<file path="src/rtl/motor_pwm_params.svh">
// Constant definitions for the motor PWM override, fault and trigger block.
`ifndef MOTOR_PWM_PARAMS_SVH
`define MOTOR_PWM_PARAMS_SVH
// ----------------------------------------
// Register indices; byte address is four times the index.
// ----------------------------------------
`define IDX_TB_CTRL 10'h1C0
`define IDX_TB_COUNT 10'h1C2
`define IDX_PERIOD 10'h1C4
`define IDX_TRIG_CMP 10'h1C6
`define IDX_CTRL_ONE 10'h1C8
`define IDX_CTRL_TWO 10'h1CA
`define IDX_FAULT_A 10'h1D0
`define IDX_FAULT_B 10'h1D2
`define IDX_OVERRIDE 10'h1D4
`define IDX_DUTY0 10'h1D6
`define IDX_STATUS 10'h1E0
`define IDX_CONFIG 10'h1E2
// ----------------------------------------
// Field positions.
// ----------------------------------------
`define TB_EN_BIT 15
`define TRIG_DIR_BIT 15
`define PAIR_MODE_LSB 8
`define PEN_H_LSB 4
`define IMM_UPDATE_BIT 2
`define SYNC_OVR_BIT 1
`define LOCKOUT_BIT 0
`define POST_LSB 8
`define FAULT_MODE_BIT 7
`define STATE_LSB 8
`define CFG_HIGH_POL_BIT 0
`define CFG_LOW_POL_BIT 1
`define CFG_PIN_BIT 2
// ----------------------------------------
// Reset values.
// ----------------------------------------
`define RST_PERIOD 15'h7FFF
`define RST_CTRL_ONE 16'h00FF
`define RST_OVERRIDE 16'hFF00
`define RST_CONFIG 3'h7
`endif

</file>
<file path="src/rtl/motor_pwm_pkg.sv">
// Types shared by the motor PWM block.
package motor_pwm_pkg;
    // Time-base counting modes as held in the mode field.
    typedef enum logic [1:0] {
        TB_FREE = 2'h0,
        TB_UPDOWN = 2'h1,
        TB_SINGLE = 2'h2,
        TB_UPDOWN_DBL = 2'h3
    } tb_mode_type;
    // Counting direction of the time base, one bit so Gray by nature.
    typedef enum logic {
        DIR_UP = 1'h0,
        DIR_DOWN = 1'h1
    } count_dir_type;
endpackage : motor_pwm_pkg

</file>
<file path="src/rtl/motor_pwm.sv">
// Motor PWM time base, override, fault handling and A/D trigger.
//
// What this block does
// RULE1 - mode 10 is single pulse, edge-aligned only
// RULE2 - single pulse: active on enable, off at duty
// RULE3 - period match: clear counter, outputs, enable; interrupt
// RULE4 - override upper byte selects, lower byte levels
// RULE5 - overridden low pin complements high, dead time kept; this block inserts no dead time
// RULE6 - sync override at zero, also period when centered
// RULE7 - reset pin cfg 0 drives inactive, 1 tri-states; with cfg 0 this block drives complementary low sides active while stopped outside single pulse
// RULE8 - one polarity bit high side, one low side
// RULE9 - per-pin enables; clear releases pin to GPIO
// RULE10 - fault with no pair enables has no effect; this block still raises the wake interrupt for such a fault in sleep
// RULE11 - per-pin fault state bits, polarity relative
// RULE12 - complementary fault: high side wins over low
// RULE13 - fault A state beats fault B state
// RULE14 - latched fault: needs pin high and flag cleared
// RULE15 - cycle fault: hold while low, resume at boundary
// RULE16 - per-fault mode bit picks latched or cycle
// RULE17 - lockout blocks duty and period transfers
// RULE18 - immediate update bypasses lockout, not period
// RULE19 - trigger on compare match, direction phase select
// RULE20 - four-bit postscaler one to sixteen matches
// RULE21 - postscaler cleared on compare write, reset
// RULE22 - fault low during sleep raises wake interrupt
// RULE23 - pair mode bit clear complementary, set independent
//
// The APB register port and the address map were left to the implementer.
`timescale 1ns/1ps
`include "motor_pwm_params.svh"
module motor_pwm (
    // Clock and reset.
    input wire logic clk,
    input wire logic rst_n,
    // APB slave.
    input wire logic psel,
    input wire logic penable,
    input wire logic pwrite,
    input wire logic [11:0] paddr,
    input wire logic [31:0] pwdata,
    output logic [31:0] prdata,
    output logic pready,
    output logic pslverr,
    // Fault pins, active low, and the sleep status of the processor.
    input wire logic faultInputA_n,
    input wire logic faultInputB_n,
    input wire logic sleepMode,
    // Output pins with their enables.
    output logic [3:0] highSideOutput,
    output logic [3:0] highSideOe,
    output logic [3:0] lowSideOutput,
    output logic [3:0] lowSideOe,
    // Event pulses.
    output logic timeBaseIrq,
    output logic adcTrigger,
    output logic wakeIrq
);
    // ----------------------------------------
    // Registers and internal state
    // ----------------------------------------
    logic [15:0] timeBaseControl; // Enable and mode field.
    logic [14:0] timeBaseCounter; // Running count.
    motor_pwm_pkg::count_dir_type countDir; // Up or down phase.
    logic [14:0] periodBuf; // Software copy of the period.
    logic [14:0] period; // Period in use.
    logic [15:0] adcTriggerCompare; // Trigger value and direction.
    logic [15:0] firstControl; // Pair modes and pin enables.
    logic [15:0] secondControl; // Postscale, immediate, sync, lockout.
    logic [15:0] faultControl [2]; // Index 0 is fault A, 1 is fault B.
    logic [15:0] outputOverrideControl; // Software copy of override.
    logic [15:0] overrideActive; // Override values in effect.
    logic [15:0] dutyBuf [4]; // Software duty values.
    logic [15:0] duty [4]; // Duty values in use.
    logic [2:0] configBits; // Polarities and reset pin state.
    logic [1:0] faultFlag; // Sticky fault flags.
    logic [1:0] faultActive; // Fault override currently applied.
    logic [3:0] postCount; // Postscaler count.
    logic driveStarted; // Set once the time base has run.
    logic [1:0] faultSync; // Synchronised fault pins.
    logic [1:0] faultLow; // Enabled fault asserted.
    logic wr; // Write strobe.
    logic [9:0] idx; // Word index of the access.
    logic tbEnable;
    motor_pwm_pkg::tb_mode_type tbMode;
    logic centered;
    logic zeroHit;
    logic periodMatch;
    logic boundary;
    logic trigMatch;
    logic [3:0] next_highActive;
    logic [3:0] next_lowActive;

    // Picks the high or low bit of a pair from a byte laid out H/L per pair.
    function automatic logic pairBit(input logic [15:0] r, input int lsb,
                                     input int pair, input logic high);
        pairBit = r[lsb + 2 * pair + int'(high)];
    endfunction : pairBit

    // Tells whether a word index names a duty register.
    function automatic logic isDuty(input logic [9:0] i, input int n);
        isDuty = (i == 10'(`IDX_DUTY0 + 2 * n));
    endfunction : isDuty

    // ----------------------------------------
    // Decode and shared terms
    // ----------------------------------------
    assign idx = paddr[11:2];
    assign wr = psel && penable && pwrite && pready;
    assign tbEnable = timeBaseControl[`TB_EN_BIT];
    assign tbMode = motor_pwm_pkg::tb_mode_type'(timeBaseControl[1:0]);
    assign centered = (tbMode == motor_pwm_pkg::TB_UPDOWN)
        || (tbMode == motor_pwm_pkg::TB_UPDOWN_DBL);
    assign zeroHit = tbEnable && (timeBaseCounter == 15'h0000);
    assign periodMatch = tbEnable && (timeBaseCounter == period);
    // Cycle boundary is zero; centered modes add the period match.
    assign boundary = zeroHit || (centered && periodMatch);

    // Fault sampled through two flops before any use.
    pin_sync #(.WIDTH(2)) faultSyncInst (
        .clk(clk),
        .rst_n(rst_n),
        .pinIn({faultInputB_n, faultInputA_n}),
        .pinOut(faultSync)
    );

    // A fault counts only when its input has at least one pair enabled.
    assign faultLow[0] = !faultSync[0] && (|faultControl[0][3:0]); // RULE10
    assign faultLow[1] = !faultSync[1] && (|faultControl[1][3:0]); // RULE10

    // ----------------------------------------
    // APB slave
    // ----------------------------------------
    // One access cycle: ready and read data are loaded at the end of the setup cycle.
    always_ff @(posedge clk or negedge rst_n) begin
        if (!rst_n) begin
            pready <= 1'b0;
            pslverr <= 1'b0;
            prdata <= 32'h0000_0000;
        end else begin
            pready <= psel && !penable;
            pslverr <= 1'b0;
            if (psel && !penable) begin
                prdata <= 32'h0000_0000;
                case (idx)
                    `IDX_TB_CTRL: prdata[15:0] <= timeBaseControl;
                    `IDX_TB_COUNT: prdata[15:0] <= {countDir, timeBaseCounter};
                    `IDX_PERIOD: prdata[14:0] <= periodBuf;
                    `IDX_TRIG_CMP: prdata[15:0] <= adcTriggerCompare;
                    `IDX_CTRL_ONE: prdata[15:0] <= firstControl;
                    `IDX_CTRL_TWO: prdata[15:0] <= secondControl;
                    `IDX_FAULT_A: prdata[15:0] <= faultControl[0];
                    `IDX_FAULT_B: prdata[15:0] <= faultControl[1];
                    `IDX_OVERRIDE: prdata[15:0] <= outputOverrideControl;
                    `IDX_STATUS: prdata[1:0] <= faultFlag;
                    `IDX_CONFIG: prdata[2:0] <= configBits;
                    default: begin
                        // Duty registers, else an error for an unmapped word.
                        if (isDuty(idx, 0)) prdata[15:0] <= dutyBuf[0];
                        else if (isDuty(idx, 1)) prdata[15:0] <= dutyBuf[1];
                        else if (isDuty(idx, 2)) prdata[15:0] <= dutyBuf[2];
                        else if (isDuty(idx, 3)) prdata[15:0] <= dutyBuf[3];
                        else pslverr <= 1'b1;
                    end
                endcase
            end
        end
    end

    // Plain control registers written by software.
    always_ff @(posedge clk or negedge rst_n) begin
        if (!rst_n) begin
            adcTriggerCompare <= 16'h0000;
            firstControl <= `RST_CTRL_ONE; // RULE23
            secondControl <= 16'h0000;
            faultControl[0] <= 16'h0000;
            faultControl[1] <= 16'h0000;
            outputOverrideControl <= `RST_OVERRIDE;
            configBits <= `RST_CONFIG; // RULE7
        end else if (wr) begin
            case (idx)
                `IDX_TRIG_CMP: adcTriggerCompare <= pwdata[15:0];
                `IDX_CTRL_ONE: firstControl <= {4'h0, pwdata[11:0]};
                `IDX_CTRL_TWO: secondControl <= {4'h0, pwdata[11:8], 5'h00, pwdata[2:0]};
                `IDX_FAULT_A: faultControl[0] <= {pwdata[15:7], 3'h0, pwdata[3:0]};
                `IDX_FAULT_B: faultControl[1] <= {pwdata[15:7], 3'h0, pwdata[3:0]};
                `IDX_OVERRIDE: outputOverrideControl <= pwdata[15:0];
                `IDX_CONFIG: configBits <= pwdata[2:0];
                default: ;
            endcase
        end
    end

    // ----------------------------------------
    // Time base
    // ----------------------------------------
    // Enable is cleared by hardware at the end of a single pulse.
    always_ff @(posedge clk or negedge rst_n) begin
        if (!rst_n) begin
            timeBaseControl <= 16'h0000;
        end else if (wr && idx == `IDX_TB_CTRL) begin
            timeBaseControl <= {pwdata[15], 13'h0000, pwdata[1:0]};
        end else if (periodMatch && tbMode == motor_pwm_pkg::TB_SINGLE) begin
            timeBaseControl[`TB_EN_BIT] <= 1'b0; // RULE3
        end
    end

    // Counter: up-only in free and single modes, up/down when centered.
    always_ff @(posedge clk or negedge rst_n) begin
        if (!rst_n) begin
            timeBaseCounter <= 15'h0000;
            countDir <= motor_pwm_pkg::DIR_UP;
        end else if (tbEnable) begin
            if (!centered) begin
                countDir <= motor_pwm_pkg::DIR_UP; // RULE1
                if (periodMatch) timeBaseCounter <= 15'h0000; // RULE3
                else timeBaseCounter <= timeBaseCounter + 15'h0001;
            end else if (countDir == motor_pwm_pkg::DIR_UP) begin
                if (periodMatch) begin
                    countDir <= motor_pwm_pkg::DIR_DOWN;
                    timeBaseCounter <= timeBaseCounter - 15'h0001;
                end else begin
                    timeBaseCounter <= timeBaseCounter + 15'h0001;
                end
            end else if (zeroHit) begin
                countDir <= motor_pwm_pkg::DIR_UP;
                timeBaseCounter <= timeBaseCounter + 15'h0001;
            end else begin
                timeBaseCounter <= timeBaseCounter - 15'h0001;
            end
        end
    end

    // Period buffer moves into use at a boundary or while stopped, with lockout clear.
    always_ff @(posedge clk or negedge rst_n) begin
        if (!rst_n) begin
            periodBuf <= `RST_PERIOD;
            period <= `RST_PERIOD;
        end else begin
            if (wr && idx == `IDX_PERIOD) periodBuf <= pwdata[14:0];
            // Immediate update has no say over the period.
            if (!secondControl[`LOCKOUT_BIT] && (boundary || !tbEnable)) begin // RULE17 RULE18
                period <= periodBuf;
            end
        end
    end

    // Duty buffers; immediate update writes straight through lockout.
    always_ff @(posedge clk or negedge rst_n) begin
        if (!rst_n) begin
            for (int i = 0; i < 4; i++) begin
                dutyBuf[i] <= 16'h0000;
                duty[i] <= 16'h0000;
            end
        end else begin
            for (int i = 0; i < 4; i++) begin
                if (wr && isDuty(idx, i)) begin
                    dutyBuf[i] <= pwdata[15:0];
                    if (secondControl[`IMM_UPDATE_BIT]) duty[i] <= pwdata[15:0]; // RULE18
                end else if (!secondControl[`LOCKOUT_BIT] && (boundary || !tbEnable)) begin
                    duty[i] <= dutyBuf[i]; // RULE17
                end
            end
        end
    end

    // Period-match pulse serves as the time-base interrupt.
    always_ff @(posedge clk or negedge rst_n) begin
        if (!rst_n) timeBaseIrq <= 1'b0;
        else timeBaseIrq <= periodMatch; // RULE3
    end

    // ----------------------------------------
    // Override synchronisation
    // ----------------------------------------
    // With sync set, new override values wait for a cycle boundary.
    always_ff @(posedge clk or negedge rst_n) begin
        if (!rst_n) overrideActive <= `RST_OVERRIDE;
        else if (!secondControl[`SYNC_OVR_BIT] || boundary) begin // RULE6
            overrideActive <= outputOverrideControl;
        end
    end

    // ----------------------------------------
    // Faults
    // ----------------------------------------
    // Flags set while low, cleared by writing one; a set wins the clear.
    // Fault hold starts at once and ends only at a boundary.
    always_ff @(posedge clk or negedge rst_n) begin
        if (!rst_n) begin
            faultFlag <= 2'h0;
            faultActive <= 2'h0;
        end else begin
            for (int f = 0; f < 2; f++) begin
                if (faultLow[f]) faultFlag[f] <= 1'b1; // RULE14
                else if (wr && idx == `IDX_STATUS && pwdata[f]) faultFlag[f] <= 1'b0;
                if (faultLow[f]) begin
                    faultActive[f] <= 1'b1; // RULE15
                end else if (boundary && (faultControl[f][`FAULT_MODE_BIT]
                                          || !faultFlag[f])) begin // RULE16
                    faultActive[f] <= 1'b0; // RULE14 RULE15
                end
            end
        end
    end

    // Any fault pin low while asleep raises the wake interrupt.
    always_ff @(posedge clk or negedge rst_n) begin
        if (!rst_n) wakeIrq <= 1'b0;
        else wakeIrq <= sleepMode && !(faultSync[0] && faultSync[1]); // RULE22
    end

    // ----------------------------------------
    // Special event trigger
    // ----------------------------------------
    // Direction bit chooses the counting phase only when centered.
    assign trigMatch = tbEnable && (timeBaseCounter == adcTriggerCompare[14:0])
        && (!centered || (adcTriggerCompare[`TRIG_DIR_BIT]
                          == (countDir == motor_pwm_pkg::DIR_DOWN))); // RULE19

    // Postscaler passes one trigger per field value plus one matches.
    always_ff @(posedge clk or negedge rst_n) begin
        if (!rst_n) begin
            postCount <= 4'h0; // RULE21
            adcTrigger <= 1'b0;
        end else begin
            adcTrigger <= 1'b0;
            if (wr && idx == `IDX_TRIG_CMP) begin
                postCount <= 4'h0; // RULE21
            end else if (trigMatch) begin
                if (postCount == secondControl[`POST_LSB+3:`POST_LSB]) begin // RULE20
                    postCount <= 4'h0;
                    adcTrigger <= 1'b1;
                end else begin
                    postCount <= postCount + 4'h1;
                end
            end
        end
    end

    // ----------------------------------------
    // Output pair logic
    // ----------------------------------------
    // Compare, then override, then fault, all in active-level terms.
    always_comb begin
        for (int i = 0; i < 4; i++) begin
            logic cmp;
            logic comp;
            cmp = tbEnable && ({1'b0, timeBaseCounter} < duty[i]); // RULE2
            comp = !firstControl[`PAIR_MODE_LSB + i]; // RULE23
            next_highActive[i] = cmp;
            next_lowActive[i] = comp ? !cmp : cmp;
            if (tbMode == motor_pwm_pkg::TB_SINGLE && !tbEnable) begin
                next_lowActive[i] = 1'b0; // RULE3
            end
            if (pairBit(overrideActive, 8, i, 1'b1)) begin // RULE4
                next_highActive[i] = pairBit(overrideActive, 0, i, 1'b1);
            end
            if (pairBit(overrideActive, 8, i, 1'b0)) begin // RULE4
                next_lowActive[i] = pairBit(overrideActive, 0, i, 1'b0);
                if (comp && next_lowActive[i]) next_lowActive[i] = !next_highActive[i]; // RULE5
            end
            if (faultActive[0] && faultControl[0][i]) begin // RULE13
                next_highActive[i] = pairBit(faultControl[0], `STATE_LSB, i, 1'b1); // RULE11
                next_lowActive[i] = pairBit(faultControl[0], `STATE_LSB, i, 1'b0);
            end else if (faultActive[1] && faultControl[1][i]) begin
                next_highActive[i] = pairBit(faultControl[1], `STATE_LSB, i, 1'b1); // RULE11
                next_lowActive[i] = pairBit(faultControl[1], `STATE_LSB, i, 1'b0);
            end
            if (comp && (faultActive[0] && faultControl[0][i]
                         || faultActive[1] && faultControl[1][i])
                && next_highActive[i]) begin
                next_lowActive[i] = 1'b0; // RULE12
            end
        end
    end

    // Pins: polarity applied, enables gated until the drive is allowed.
    always_ff @(posedge clk or negedge rst_n) begin
        if (!rst_n) begin
            driveStarted <= 1'b0;
            highSideOutput <= 4'h0;
            lowSideOutput <= 4'h0;
            highSideOe <= 4'h0;
            lowSideOe <= 4'h0;
        end else begin
            if (tbEnable) driveStarted <= 1'b1;
            highSideOutput <= ~(next_highActive ^ {4{configBits[`CFG_HIGH_POL_BIT]}}); // RULE8
            lowSideOutput <= ~(next_lowActive ^ {4{configBits[`CFG_LOW_POL_BIT]}}); // RULE8
            // A clear pin-state bit drives the pins at once; while stopped, complementary low sides are active unless in single pulse.
            if (!configBits[`CFG_PIN_BIT] || driveStarted) begin // RULE7
                highSideOe <= firstControl[`PEN_H_LSB+3:`PEN_H_LSB]; // RULE9
                lowSideOe <= firstControl[3:0]; // RULE9
            end else begin
                highSideOe <= 4'h0;
                lowSideOe <= 4'h0;
            end
        end
    end

    // ----------------------------------------
    // Checks
    // ----------------------------------------
    single_end_a: assert property (@(posedge clk) disable iff (!rst_n) // RULE3
        periodMatch && tbMode == motor_pwm_pkg::TB_SINGLE && !wr
        |=> !tbEnable && timeBaseIrq ##1 lowSideOutput == ~{4{configBits[`CFG_LOW_POL_BIT]}}
        || overrideActive[15:8] != 8'h00 || faultActive != 2'h0)
        else $error("Single pulse did not end at period match");
    override_sync_a: assert property (@(posedge clk) disable iff (!rst_n) // RULE6
        secondControl[`SYNC_OVR_BIT] && !boundary |=> $stable(overrideActive))
        else $error("Override changed away from a boundary");
    duty_lock_a: assert property (@(posedge clk) disable iff (!rst_n) // RULE17
        secondControl[`LOCKOUT_BIT] && !secondControl[`IMM_UPDATE_BIT] |=> $stable(duty[0]))
        else $error("Duty moved under lockout");
    period_lock_a: assert property (@(posedge clk) disable iff (!rst_n) // RULE18
        secondControl[`LOCKOUT_BIT] |=> $stable(period))
        else $error("Period moved under lockout");
    post_clear_a: assert property (@(posedge clk) disable iff (!rst_n) // RULE21
        wr && idx == `IDX_TRIG_CMP |=> postCount == 4'h0 && !adcTrigger)
        else $error("Postscaler not cleared by compare write");
    sleep_wake_a: assert property (@(posedge clk) disable iff (!rst_n) // RULE22
        sleepMode && !faultSync[0] |=> wakeIrq)
        else $error("No wake interrupt for fault in sleep");
    fault_flag_a: assert property (@(posedge clk) disable iff (!rst_n) // RULE14
        faultLow[0] |=> faultFlag[0] && faultActive[0])
        else $error("Fault A low did not set flag and hold");
    fault_hold_a: assert property (@(posedge clk) disable iff (!rst_n) // RULE15
        faultActive[1] && !boundary |=> faultActive[1])
        else $error("Fault B hold ended off a boundary");
endmodule : motor_pwm

</file>
<file path="src/rtl/pin_sync.sv">
// Two-flop synchroniser for asynchronous input pins.
`timescale 1ns/1ps
module pin_sync #(
    parameter int WIDTH = 2
) (
    // Clock and reset.
    input wire logic clk,
    input wire logic rst_n,
    // Raw pins and their synchronised copies.
    input wire logic [WIDTH-1:0] pinIn,
    output logic [WIDTH-1:0] pinOut
);
    logic [WIDTH-1:0] stage; // First stage, read only by the second.

    // Both stages reset high, the idle level of the active-low pins.
    always_ff @(posedge clk or negedge rst_n) begin
        if (!rst_n) begin
            stage <= {WIDTH{1'b1}};
            pinOut <= {WIDTH{1'b1}};
        end else begin
            stage <= pinIn;
            pinOut <= stage;
        end
    end
endmodule : pin_sync

</file>
<file path="config.mk">
export PLATFORM = sky130hd
export DESIGN_NAME = motor_pwm
export DESIGN_NICKNAME = d
export VERILOG_FILES = /design/src/rtl/motor_pwm_pkg.sv /design/src/rtl/motor_pwm.sv /design/src/rtl/pin_sync.sv
export VERILOG_INCLUDE_DIRS = /design/src /design/src/rtl
export SDC_FILE = /design/constraint.sdc
export NUM_CORES = 1
export LEC_CHECK = 0
export ABC_AREA = 1
export BUFFER_PORTS_ARGS = -buffer_cell sky130_fd_sc_hd__clkbuf_2
export CAP_MARGIN = 25
export CORE_AREA = 2 2 179 181
export DETAILED_ROUTE_END_ITERATION = 7
export DIE_AREA = 0 0 181 183
export GPL_ROUTABILITY_DRIVEN = 1
export PLACE_DENSITY = 0.85
export SYNTH_ARGS = -nofsm -noshare
export SYNTH_HDL_FRONTEND = slang
export SYNTH_SLANG_ARGS = --single-unit
</file>
<file path="constraint.sdc">
create_clock -name clk -period 2.2 [get_ports clk]
set_clock_uncertainty 0.15 [all_clocks]
set_input_delay 0.22 -clock clk [delete_from_list [all_inputs] [get_ports clk]]
set_output_delay 0.22 -clock clk [all_outputs]
set_load 0.05 [all_outputs]
</file>
; Word-level counts from Yosys, hierarchy flattened
; Cells that the tools add are included.
[word_totals]
ff_bits = 323
latch_bits = 0
ramBits = 0
romBits = 0
in_bits = 52
wordCells = 282
mem_count = 0
[op_classes]
n_addsub = 3
mul = 0
div = 0
order_cmp = 4
n_eq_ne = 26
shifts = 0
mux = 90
bitwise = 4
n_reduce_logical = 115
[op_table]
columns = op, n
row1 = $mux 16, 13
row2 = $eq 10x9->1 const B, 15
row3 = $pmux 12 s9, 1
row4 = $mux 15, 5
row5 = $lt 15x16->1, 4
row6 = $mux 1, 63
row7 = $logic_and 1x1->1, 52
row8 = $eq 15x15->1, 2
row9 = $logic_not 1->1, 23
row10 = $pmux 2 s11, 1
row11 = $reduce_and 2->1, 11
row12 = $mux 4, 5
row13 = $reduce_bool 2->1, 10
row14 = $add 15x1->15 const B, 1
row15 = $logic_not 15->1, 1
row16 = $sub 15x1->15 const B, 1
row17 = $logic_or 1x1->1, 12
row18 = $reduce_or 11->1, 1
row19 = $pmux 1 s10, 1
row20 = $ne 2x2->1 const B, 4
row21 = $not 4->4, 2
row22 = $reduce_or 4->1, 2
row23 = $xor 4x4->4, 2
row24 = $pmux 1 s7, 1
row25 = 8 further kinds, 9

; Depth between registers and ports, before layout
; Gate-level depths: netlist of run 1.
[logic_depth]
ltp_word = 11
ltp_mapped = 21
ltp_nobuf = 20

; Cells and area by module
; From an unflattened synthesis of run 1, not the netlist that was laid out.
[hier_totals]
cells_unflattened = 2148
hier_area_um2 = 17206.5
[by_module_without_submodules]
columns = module, instances, cells_each, area_per_inst_um2, seq_area_each_um2
row1 = motor_pwm, 1, 2144, 17101.4, 8054.0
row2 = pin_sync, 1, 4, 105.1, 105.1

; Worst setup path after synthesis of run 1
; Ideal clock, no wire load.
[synth_path]
path_kind = register to register
start = reg timeBaseCounter[0]
end = reg duty[10] in the netlist's numbering
arrival_ps = 1917
required_time_ps = 1933
setup_slack_ps = 16
stages_incl_launch_ff = 12
path_buffers = 2
synth_period_minus_slack_ps = 2184
path_cell_list = dfrtp_1 buf_2 inv_2 ha_1 nand3_1 nor2_1 nand4_1 nand3_4 nand3b_4 buf_2 nand3_1 nand2_1
[synth_via]
elab_chain_cells = 8
elab_cells_between_ends = 10
classes_between = 1 x eq/ne / 9 x reduce/logical
[synth_lines]
columns = item, line_no
row1 = start: declaration, motor_pwm.sv:62  ; logic [14:0] timeBaseCounter;
row2 = start signal: assignment, motor_pwm.sv:216  ; else timeBaseCounter <= timeBaseCounter + 15'h0001;
row3 = start signal: assignment, motor_pwm.sv:220  ; timeBaseCounter <= timeBaseCounter - 15'h0001;
row4 = start signal: assignment, motor_pwm.sv:222  ; timeBaseCounter <= timeBaseCounter + 15'h0001;
row5 = $eq 15x15->1, motor_pwm.sv:114  ; assign periodMatch = tbEnable && (timeBaseCounter == period);
row6 = $logic_and 1x1->1, motor_pwm.sv:114
row7 = $logic_and 1x1->1, motor_pwm.sv:116  ; assign boundary = zeroHit || (centered && periodMatch);
row8 = $logic_or 1x1->1 (*), motor_pwm.sv:116
row9 = $logic_or 1x1->1 (*), motor_pwm.sv:259  ; end else if (!secondControl[`LOCKOUT_BIT] && (boundary || !tbEnable)) begin
row10 = $logic_and 1x1->1 (*), motor_pwm.sv:259
row11 = $reduce_bool 2->1 (no line) (*), n/a
row12 = $reduce_and 2->1 (no line) (*), n/a
row13 = end signal: indexed assignment, motor_pwm.sv:258  ; if (secondControl[`IMM_UPDATE_BIT]) duty[i] <= pwdata[15:0];
row14 = end signal: indexed assignment, motor_pwm.sv:260  ; duty[i] <= dutyBuf[i];
row15 = end: declaration, motor_pwm.sv:73  ; logic [15:0] duty [4];
; Mark *: on every way between the ends. The rest lies on a longest branch, timed or not.
; A chain may end at the register's enable or synchronous reset.

; Worst setup path after layout of run 1
[layout_path]
start = reg timeBaseCounter[13]
end = reg duty[51] in the netlist's numbering
; Same word-level chain as after synthesis.

==> impl_metrics.tcl, run 1 <==
set metrics [dict create \
    status "finished, violations left" \
    violations "setup timing" \
    p_per_area_mw_per_mm2 591 \
    drt_iter0_markers 2111 \
    setup_viol 122 \
    crit_type "flip-flop to flip-flop" \
    hp-class "primary input to asynchronous set/reset pin" \
    multi_input_area_mm2 0.00870 \
    place_hpwl_um 44700 \
    crit_path_end_kind "flip-flop" \
    synth_top_family_by_area "simple AND/OR/NAND/NOR gates" \
    ant_nets 0 \
    root_buffer "clkbuf_16" \
    antenna_found_initial 0 \
    r2r-start "timeBaseCounter[13]" \
    synth_area_per_cell_um2 8.01 \
    grtUsageTotal_pct 37.8 \
    synthSimpleGateAreaFrac_pct 24.3 \
    fp.dieH_um 183 \
    crit_fanout 8 \
    synth_ff_type "dfrtp_1" \
    synth_edf_count 0 \
    syn2layout_area_growth_pct 35.0 \
    wl_um 64600 \
    firstDrtPassIters 6 \
    drcViolationCount 0 \
    grt_pass1_vias 16700 \
    cts_tree "yes" \
    finish.net_count 2573 \
    cts_sinks 323 \
    synth_compound_area_share_pct 12.3 \
    yosys_warnings 0 \
    syn_area_mm2 0.0170 \
    seq_power_share_pct 44.3 \
    synth_common_cells "650 x nand2_1, 262 x dfrtp_1, 252 x inv_1, 195 x o21ai_0, 152 x nand3_1" \
    yosysUniqueCellTypes 52 \
    timing.final.ws_setup_ns -0.295 \
    place_congestion 1.03 \
    min_period_ns 2.49 \
    p_int_w 0.0104 \
    clkTransAtPathRegs_ns 0.06 \
    ys_seq_elements 323 \
    wl_per_cell_um 22.3 \
    nFillCells 2220 \
    maxSlewViolCount 0 \
    p_leak_nw 11.2 \
    maxCapViolations 0 \
    power_w 0.0135 \
    port_buffers 70 \
    max_freq_mhz 401 \
    cp.arrival_ns 2.76 \
    r2r_setup_slack_ns -0.29 \
    hold-worst-slack_ns 0.00931 \
    antenna_cells 0 \
    slew_headroom_pct 51.2 \
    fp.dieW_um 181 \
    htreeDepth 2 \
    synth_xor_area_share_pct 2.01 \
    io_pins 105 \
    clk_latency_ns 0.53 \
    start_util_pct 54.3 \
    design_area_mm2 0.0229 \
    p_comb_share_pct 5.3 \
    rsz0062_at_grt "yes" \
    grt_max_degree 80 \
    die_area_mm2 0.0331 \
    async_reset_ff_share_pct 100 \
    cts_inserted_buffers 37 \
    synth_top_area_share_pct 38.6 \
    synth_area_leaders "dfrtp_1 39%, nand2_1 14%, dfstp_2 9.4%" \
    r2r_cells 10 \
    placed_area_mm2 0.0196 \
    fin_crit_sh_pct 113 \
    clockBufferDepth 3 \
    seq_area_frac_synth_pct 48.1 \
    vias 17200 \
    regArea_mm2 0.00817 \
    vias_per_cell 5.95 \
    drive_gt1_share_pct 31.0 \
    muxShareOfSynthArea_pct 0 \
    preCtsSetupSlack_ns -0.265 \
    hold_viol 0 \
    cp-start-kind "flip-flop" \
    crit-reg2reg-capture "duty[51]" \
    grt_pass1_wl_um 95200 \
    rows 65 \
    synth_top_area_cell "dfrtp_1" \
    worstPathRequired_ns 2.46 \
    worst_pin_slew_ns 0.732 \
    coreArea_mm2 0.0312 \
    setup_tns_ns -23.46 \
    ir_worst_vdd_uv 586 \
    yosys.cell_count.top_type "nand2_1" \
    swShare_pct 23.2 \
    p_clk_share_pct 50.4 \
    gr-total-overflow 0 \
    switchingPower_w 0.00314 \
    synthAdderAreaFrac_pct 4.35 \
    syn_inst 2117 \
]
==> state kept, by name (all words and copies together), names as in the netlist, 7 cells and up <==
name	cells
adcTriggerCompare	16
duty	64
dutyBuf	64
faultControl	26
firstControl	12
outputOverrideControl	16
overrideActive	16
period	15
periodBuf	15
prdata	16
secondControl	7
timeBaseCounter	15
==> stage by stage <==
| stage | util [%] | cells |
|---|---|---|
| after floorplan | - | 2132 |
| after global placement | 62.7 | 2772 |
| after detailed placement | 62.7 | 2772 |
| after CTS | 70.2 | 2876 |
| after global routing | 73.4 | 2893 |
| final | 73.4 | 2893 |
==> metal layers <==
layer	part of all wire [%]	wire [um]	global-route usage, %	vias up
li1	-	-	-	7547
met2	44	28600	59.3	1174
met5	0	0	0	-
met1	37	23900	49.3	8198
met4	7.0	4510	20.9	0
met3	12	7540	8.24	292
==> what timing repair did <==
action | 4_1_cts | 5_1_grt
endpoints found under the hold margin | 328 | 0
pin swaps | 74 | 84
hold buffers | 21 | 0
cloned | 0 | 1
setup buffers | 16 | 17
resized for setup | 163 | 174
setup endpoints to repair | 125 | 126
==> power groups by stage <==
| stage | clock network (W) | logic (W) | registers (W) |
|---|---|---|---|
| final | 0.00682 | 0.000713 | 0.00600 |
| after global routing | 0.00707 | 0.000756 | 0.00600 |
| after CTS | 0.00679 | 0.000653 | 0.00600 |
| after detailed placement | 0 | 0.000600 | 0.00610 |
| after global placement | 0 | 0.000591 | 0.00610 |
| after floorplan | 0 | 0.000240 | 0.00611 |
==> placed cells by master (no fill, tap or decap), types with 12 or more instances in the layout <==
| cell type | instances |
|---|---|
| o21ai_2 | 13 |
| buf_12 | 21 |
| nand2_2 | 47 |
| nand3_1 | 71 |
| dfrtp_1 | 250 |
| dlygate4sd3_1 | 21 |
| ha_4 | 28 |
| xor2_1 | 33 |
| buf_4 | 241 |
| a21oi_1 | 36 |
| nand2_4 | 12 |
| nor2_1 | 62 |
| o21ai_0 | 172 |
| nand4_1 | 24 |
| conb_1 | 16 |
| dfrtp_2 | 12 |
| a221oi_1 | 22 |
| buf_6 | 23 |
| clkbuf_2 | 69 |
| nand2_1 | 593 |
| inv_1 | 246 |
| o21ai_1 | 24 |
| dfstp_2 | 61 |
| nand3_2 | 79 |
| o22ai_1 | 37 |
| clkbuf_16 | 39 |
| ha_1 | 30 |
| nor2_4 | 12 |
| inv_2 | 26 |
==> area by class of cell <==
| class | instances | share of cell area, % |
|---|---|---|
| multi-input cells | 1440 | 38.0 |
| flip-flops and latches | 323 | 35.7 |
| repair buffers | 381 | 13.7 |
| inverters | 279 | 4.61 |
| clock buffers | 49 | 4.60 |
| well taps | 402 | 2.20 |
| clock inverters | 19 | 1.25 |
==> worst max path at each step <==
stage / from / end / slack [ns]
after floorplan: timeBaseCounter[0] / duty[10] / 0.02
after global placement: timeBaseCounter[7] / lowSideOutput[0] / -0.23
after CTS: timeBaseCounter[0] / duty[51] / -0.13
final: timeBaseCounter[13] / duty[51] / -0.29
after detailed placement: timeBaseCounter[10] / period[1] / -0.26
after global routing: timeBaseCounter[1] / duty[51] / -0.36
==> critical path: stages, from the launching register on <==
cell	delay, ns
dfrtp_2	0.51
buf_4	0.19
buf_6	0.11
nor4_4	0.28
nand4_1	0.18
buf_6	0.17
nand3_4	0.22
nand3b_4	0.19
buf_8	0.22
nand3_1	0.08
nand2_1	0.07
==> kinds of logic after synthesis <==
| logic type | Yosys count |
|---|---|
| xor gates and xnor gates | 39 |
| adders and majority gates | 59 |
| DFF | 323 |
| buffers and inverters | 370 |
| AOI/OAI and AO/OA | 362 |
| other | 1 |
| and+or+nand+nor | 963 |
No activity file was read; power rests on OpenSTA's default activity.
==> run 2, diff against run 1 <==
- HOLD_SLACK_MARGIN: default -> 0.06
==> impl_metrics.tcl, run 2 (synthesized netlist as in run 1, its figures left out) <==
set metrics [dict create \
    p_clk_share_pct 50.4 \
    ant_nets 0 \
    multi_input_area_mm2 0.00887 \
    crit-reg2reg-capture "duty[31]" \
    vias_per_cell 6.03 \
    coreArea_mm2 0.0312 \
    start_util_pct 54.3 \
    firstDrtPassIters 8 \
    crit_path_end_kind "flip-flop" \
    grt_pass1_vias 16800 \
    grt_max_degree 80 \
    endpoint "duty[31]" \
    drive_gt1_share_pct 32.5 \
    antenna_found_initial 4 \
    hold-worst-slack_ns 0.0821 \
    fp.dieH_um 183 \
    cts_inserted_buffers 37 \
    final_cell_mix "575 x nand2_1, 250 x dfrtp_1, 245 x inv_1" \
    drcViolationCount 0 \
    violations "setup timing" \
    place_congestion 1.03 \
    p_comb_share_pct 5.3 \
    hp-class "primary input to flip-flop" \
    grt_pass1_wl_um 95300 \
    place_hpwl_um 44700 \
    seq_power_share_pct 44.2 \
    maxCapViolations 0 \
    cp.arrival_ns 2.75 \
    htreeDepth 2 \
    cts_sinks 323 \
    rows 65 \
    detailroute.wirelength.met2_um 29900 \
    min_period_ns 2.49 \
    p_per_area_mw_per_mm2 581 \
    status "finished, violations left" \
    vias 17500 \
    worstPathRequired_ns 2.46 \
    placed_area_mm2 0.0196 \
    drt_iter0_markers 2242 \
    final_common_cell "nand2_1" \
    port_buffers 70 \
    max_freq_mhz 401 \
    fp.dieW_um 181 \
    critPathLaunch "timeBaseCounter[13]" \
    maxSlewViolCount 0 \
    syn2layout_area_growth_pct 37.4 \
    swShare_pct 23.3 \
    ir_worst_vdd_uv 573 \
    timing.final.ws_setup_ns -0.291 \
    design_area_mm2 0.0233 \
    r2r-start "timeBaseCounter[13]" \
    wl_um 66800 \
    cp-start-kind "flip-flop" \
    gr-total-overflow 0 \
    preCtsSetupSlack_ns -0.265 \
    rsz0062_at_grt "yes" \
    switchingPower_w 0.00316 \
    met3_length_um 7580 \
    fin_crit_sh_pct 113 \
    p_int_w 0.0104 \
    nFillCells 2123 \
    clkTransAtPathRegs_ns 0.06 \
    r2r_setup_slack_ns -0.29 \
    die_area_mm2 0.0331 \
    io_pins 105 \
    topRoutingLayerUsed "met5" \
    clockBufferDepth 3 \
    crit_type "flip-flop to flip-flop" \
    p_leak_nw 11.3 \
    wl_met1_um 24600 \
    slew_headroom_pct 39.7 \
    setup_viol 122 \
    cts_tree "yes" \
    clk_latency_ns 0.54 \
    grtUsageTotal_pct 37.9 \
    final_core_util_pct 74.7 \
    regArea_mm2 0.00817 \
    wl_per_cell_um 23.0 \
    reg.largest.list "dutyBuf (64), duty (64), faultControl (26)" \
    worst_pin_slew_ns 0.901 \
    crit_fanout 8 \
    root_buffer "clkbuf_16" \
    finish.net_count 2587 \
    hold_viol 0 \
    r2r_cells 11 \
]
==> run 2: changes by cell type in the layout (fill, tap and decap cells not counted), sizes merged <==
cell         previous run  this run
buf                   291       299
diode                   0         1
nand2                 659       661
dlygate4sd3            21        23
clkbuf                118       120
==> run 2: power by group through the flow <==
stage / sequential (W) / clock (W) / combinational, W
6_report: 0.00600 / 0.00683 / 0.000725
5_1_grt: 0.00600 / 0.00707 / 0.000764
4_1_cts: 0.00600 / 0.00679 / 0.000657
3_5_place_dp: 0.00610 / 0 / 0.000600
3_3_place_gp: 0.00610 / 0 / 0.000591
2_1_floorplan: 0.00611 / 0 / 0.000240
==> run 2: per-layer routing <==
metal | vias up | track usage (%)
met2 | 1274 | 59.4
met3 | 317 | 8.08
met4 | 6 | 20.4
met5 | - | 0
li1 | 7580 | -
met1 | 8359 | 49.6
==> run 2: worst min path at each step <==
stage / depth (start not counted) / slack (ns) / start / endpoint
final: 6 / 0.08 / paddr[6] / faultFlag[1]
after global routing: 6 / 0.13 / paddr[6] / faultFlag[1]
after CTS: 6 / 0.08 / paddr[6] / faultFlag[0]
after detailed placement: 1 / -0.04 / rst_n / highSideOe[1]
after global placement: 1 / -0.04 / rst_n / driveStarted
after floorplan: 0 / -0.23 / rst_n / adcTrigger
==> run 2: critical path, cell delays in order, from the launching register on <==
cell	delay, ns
dfrtp_2	0.53
buf_4	0.21
nand2_1	0.09
nand3_1	0.11
nor3_2	0.22
and2_4	0.21
nand2_4	0.06
nand3_4	0.21
nand3_4	0.18
clkbuf_16	0.26
nand3_2	0.06
nand2_1	0.07
==> run 2: layout make-up <==
class | instances | area share [%]
diodes | 1 | 0.0107
flip-flops and latches | 323 | 35.1
clock inverters | 19 | 1.23
clock buffers | 49 | 4.52
well taps | 402 | 2.16
repair buffers | 393 | 14.4
inverters | 279 | 4.60
multi-input cells | 1442 | 38.0
==> run 2: what timing repair did <==
item / CTS / global route
hold buffers: 23 / 0
gates resized for setup: 163 / 247
pin swaps: 74 / 109
cloned: 0 / 5
buffers inserted: 16 / 25
endpoints found under the setup margin: 125 / 126
endpoints found under the hold margin: 368 / 0
==> run 2: metrics by stage <==
step	instances	total power, W	TNS (ns)
after global placement	2772	0.00669	-19.76
after detailed placement	2772	0.00670	-28.50
final	2908	0.0136	-21.44
after floorplan	2132	0.00635	0
after CTS	2878	0.0134	-9.32
after global routing	2908	0.0138	-29.92
==> run 3, diff against run 2 <==
- SKIP_CTS_REPAIR_TIMING: default -> 1
==> impl_metrics.tcl, run 3 (synthesized netlist as in run 1, its figures left out) <==
set metrics [dict create \
    status "finished, violations left" \
    violations "setup timing" \
    fin_cells 2892 \
    wl_per_cell_um 22.3 \
    maxCapViolations 0 \
    vias_per_cell 6.00 \
    grt_pass1_vias 16100 \
    p_comb_share_pct 5.1 \
    preCtsSetupSlack_ns -0.265 \
    p_int_w 0.0104 \
    ant_nets 0 \
    io_pins 105 \
    clk_latency_ns 0.54 \
    grt_max_degree 80 \
    fin_crit_sh_pct 111 \
    nFillCells 2217 \
    p_clk_share_pct 50.5 \
    p_leak_nw 11.2 \
    hp-class "primary input to flip-flop" \
    root_buffer "clkbuf_16" \
    dpl.cell_count 2772 \
    drt_iter0_markers 2174 \
    crit_fanout 8 \
    drive_gt1_share_pct 30.9 \
    htreeDepth 2 \
    min_period_ns 2.45 \
    port_buffers 70 \
    cp-start-kind "flip-flop" \
    die_area_mm2 0.0331 \
    setup_viol 121 \
    grtUsageTotal_pct 36.4 \
    grt_pass1_wl_um 91700 \
    finish.net_count 2572 \
    path_cells "buf_6, nand2_1, nand4_1, nor4_2, and2_4, nand2_4, nand3_4, nand3_4, buf_8, nand3_2, nand2_1" \
    syn2layout_area_growth_pct 34.5 \
    rsz0062_at_grt "yes" \
    critPathMaxStageDelay_ns 0.47 \
    drcViolationCount 0 \
    antenna_cells 0 \
    gr-total-overflow 0 \
    start_util_pct 54.3 \
    worstPathRequired_ns 2.47 \
    rows 65 \
    place_congestion 1.03 \
    hold_viol 0 \
    reg.largest.list "dutyBuf (64), duty (64), faultControl (26)" \
    fp.dieW_um 181 \
    worst_pin_slew_ns 0.884 \
    crit_path_end_kind "flip-flop" \
    antenna_found_initial 0 \
    coreArea_mm2 0.0312 \
    max_freq_mhz 409 \
    slew_headroom_pct 40.9 \
    swShare_pct 23.2 \
    slowest_stage "dfrtp_2" \
    cts_tree "yes" \
    cp.arrival_ns 2.72 \
    wl_um 64600 \
    cts_sinks 323 \
    cts_inserted_buffers 37 \
    final_common_cell "nand2_1" \
    timing.final.ws_setup_ns -0.246 \
    seq_power_share_pct 44.3 \
    p_per_area_mw_per_mm2 593 \
    switchingPower_w 0.00314 \
    place_hpwl_um 44700 \
    ir_worst_vdd_uv 561 \
    clkTransAtPathRegs_ns 0.06 \
    final_cell_mix "575 x nand2_1, 250 x dfrtp_1, 246 x inv_1" \
    maxSlewViolCount 0 \
    hold-worst-slack_ns 0.0897 \
    vias 17300 \
    crit_type "flip-flop to flip-flop" \
    clockBufferDepth 3 \
    fp.dieH_um 183 \
    firstDrtPassIters 6 \
]
-- run 3: changes by cell type in the layout (fill, tap and decap cells not counted), sizes merged --
cell / change
clkinv: -1
inv: +1
buf: -16
diode: -1
nand2: +1
-- run 3: final timing paths --
check                                               end                   start  depth (start not counted)  slack [ns]
worst min-delay path                       faultFlag[0]                paddr[6]                          6        0.09
worst min register to register  faultSyncInst.pinOut[1]  faultSyncInst.stage[1]                          0        0.21
worst max register to register                 duty[45]      timeBaseCounter[5]                         11       -0.25
max in group asynchronous                  lowSideOe[0]                   rst_n                          3        0.41
min in group asynchronous                  periodBuf[1]                   rst_n                          2        0.18
worst max-delay path                           duty[45]      timeBaseCounter[5]                         11       -0.25
-- run 3: area by class of cell --
| type | count | area [um2] | share of cell area, % |
|---|---|---|---|
| multi-input cells | 1443 | 8600 | 37.7 |
| flip-flops and latches | 323 | 8170 | 35.8 |
| repair buffers | 377 | 3130 | 13.7 |
| inverters | 279 | 1070 | 4.69 |
| clock buffers | 49 | 1050 | 4.62 |
| well taps | 402 | 503 | 2.20 |
| clock inverters | 19 | 287 | 1.26 |
-- run 3: power groups by stage --
stage | clock [W] | sequential (W) | combinational (W)
after detailed placement | 0 | 0.00610 | 0.000600
after global routing | 0.00705 | 0.00600 | 0.000740
after floorplan | 0 | 0.00611 | 0.000240
final | 0.00683 | 0.00600 | 0.000695
after global placement | 0 | 0.00610 | 0.000591
after CTS | 0.00679 | 0.00600 | 0.000603
-- run 3: worst max-delay path: cells and delay by family, from the launching register on --
kind	cells	cell delay [ns]
AND/OR/NAND/NOR	9	1.28
flip-flops	1	0.47
buffers and inverters	2	0.42
-- run 3: metal layers --
layer / wire length (um) / track usage (%)
met5: 0 / 0
met4: 4150 / 16.4
met3: 7150 / 6.77
met2: 29000 / 57.6
met1: 24300 / 49.2
-- run 3: per-stage QoR --
step	power (W)	setup TNS (ns)	utilization, %	instance area, um2
floorplan	0.00635	0	-	17000
global placement	0.00669	-19.76	62.7	19600
detailed placement	0.00670	-28.50	62.7	19600
CTS	0.0134	-28.59	67.0	20900
global route	0.0138	-30.13	73.1	22800
finish	0.0135	-20.02	73.1	22800
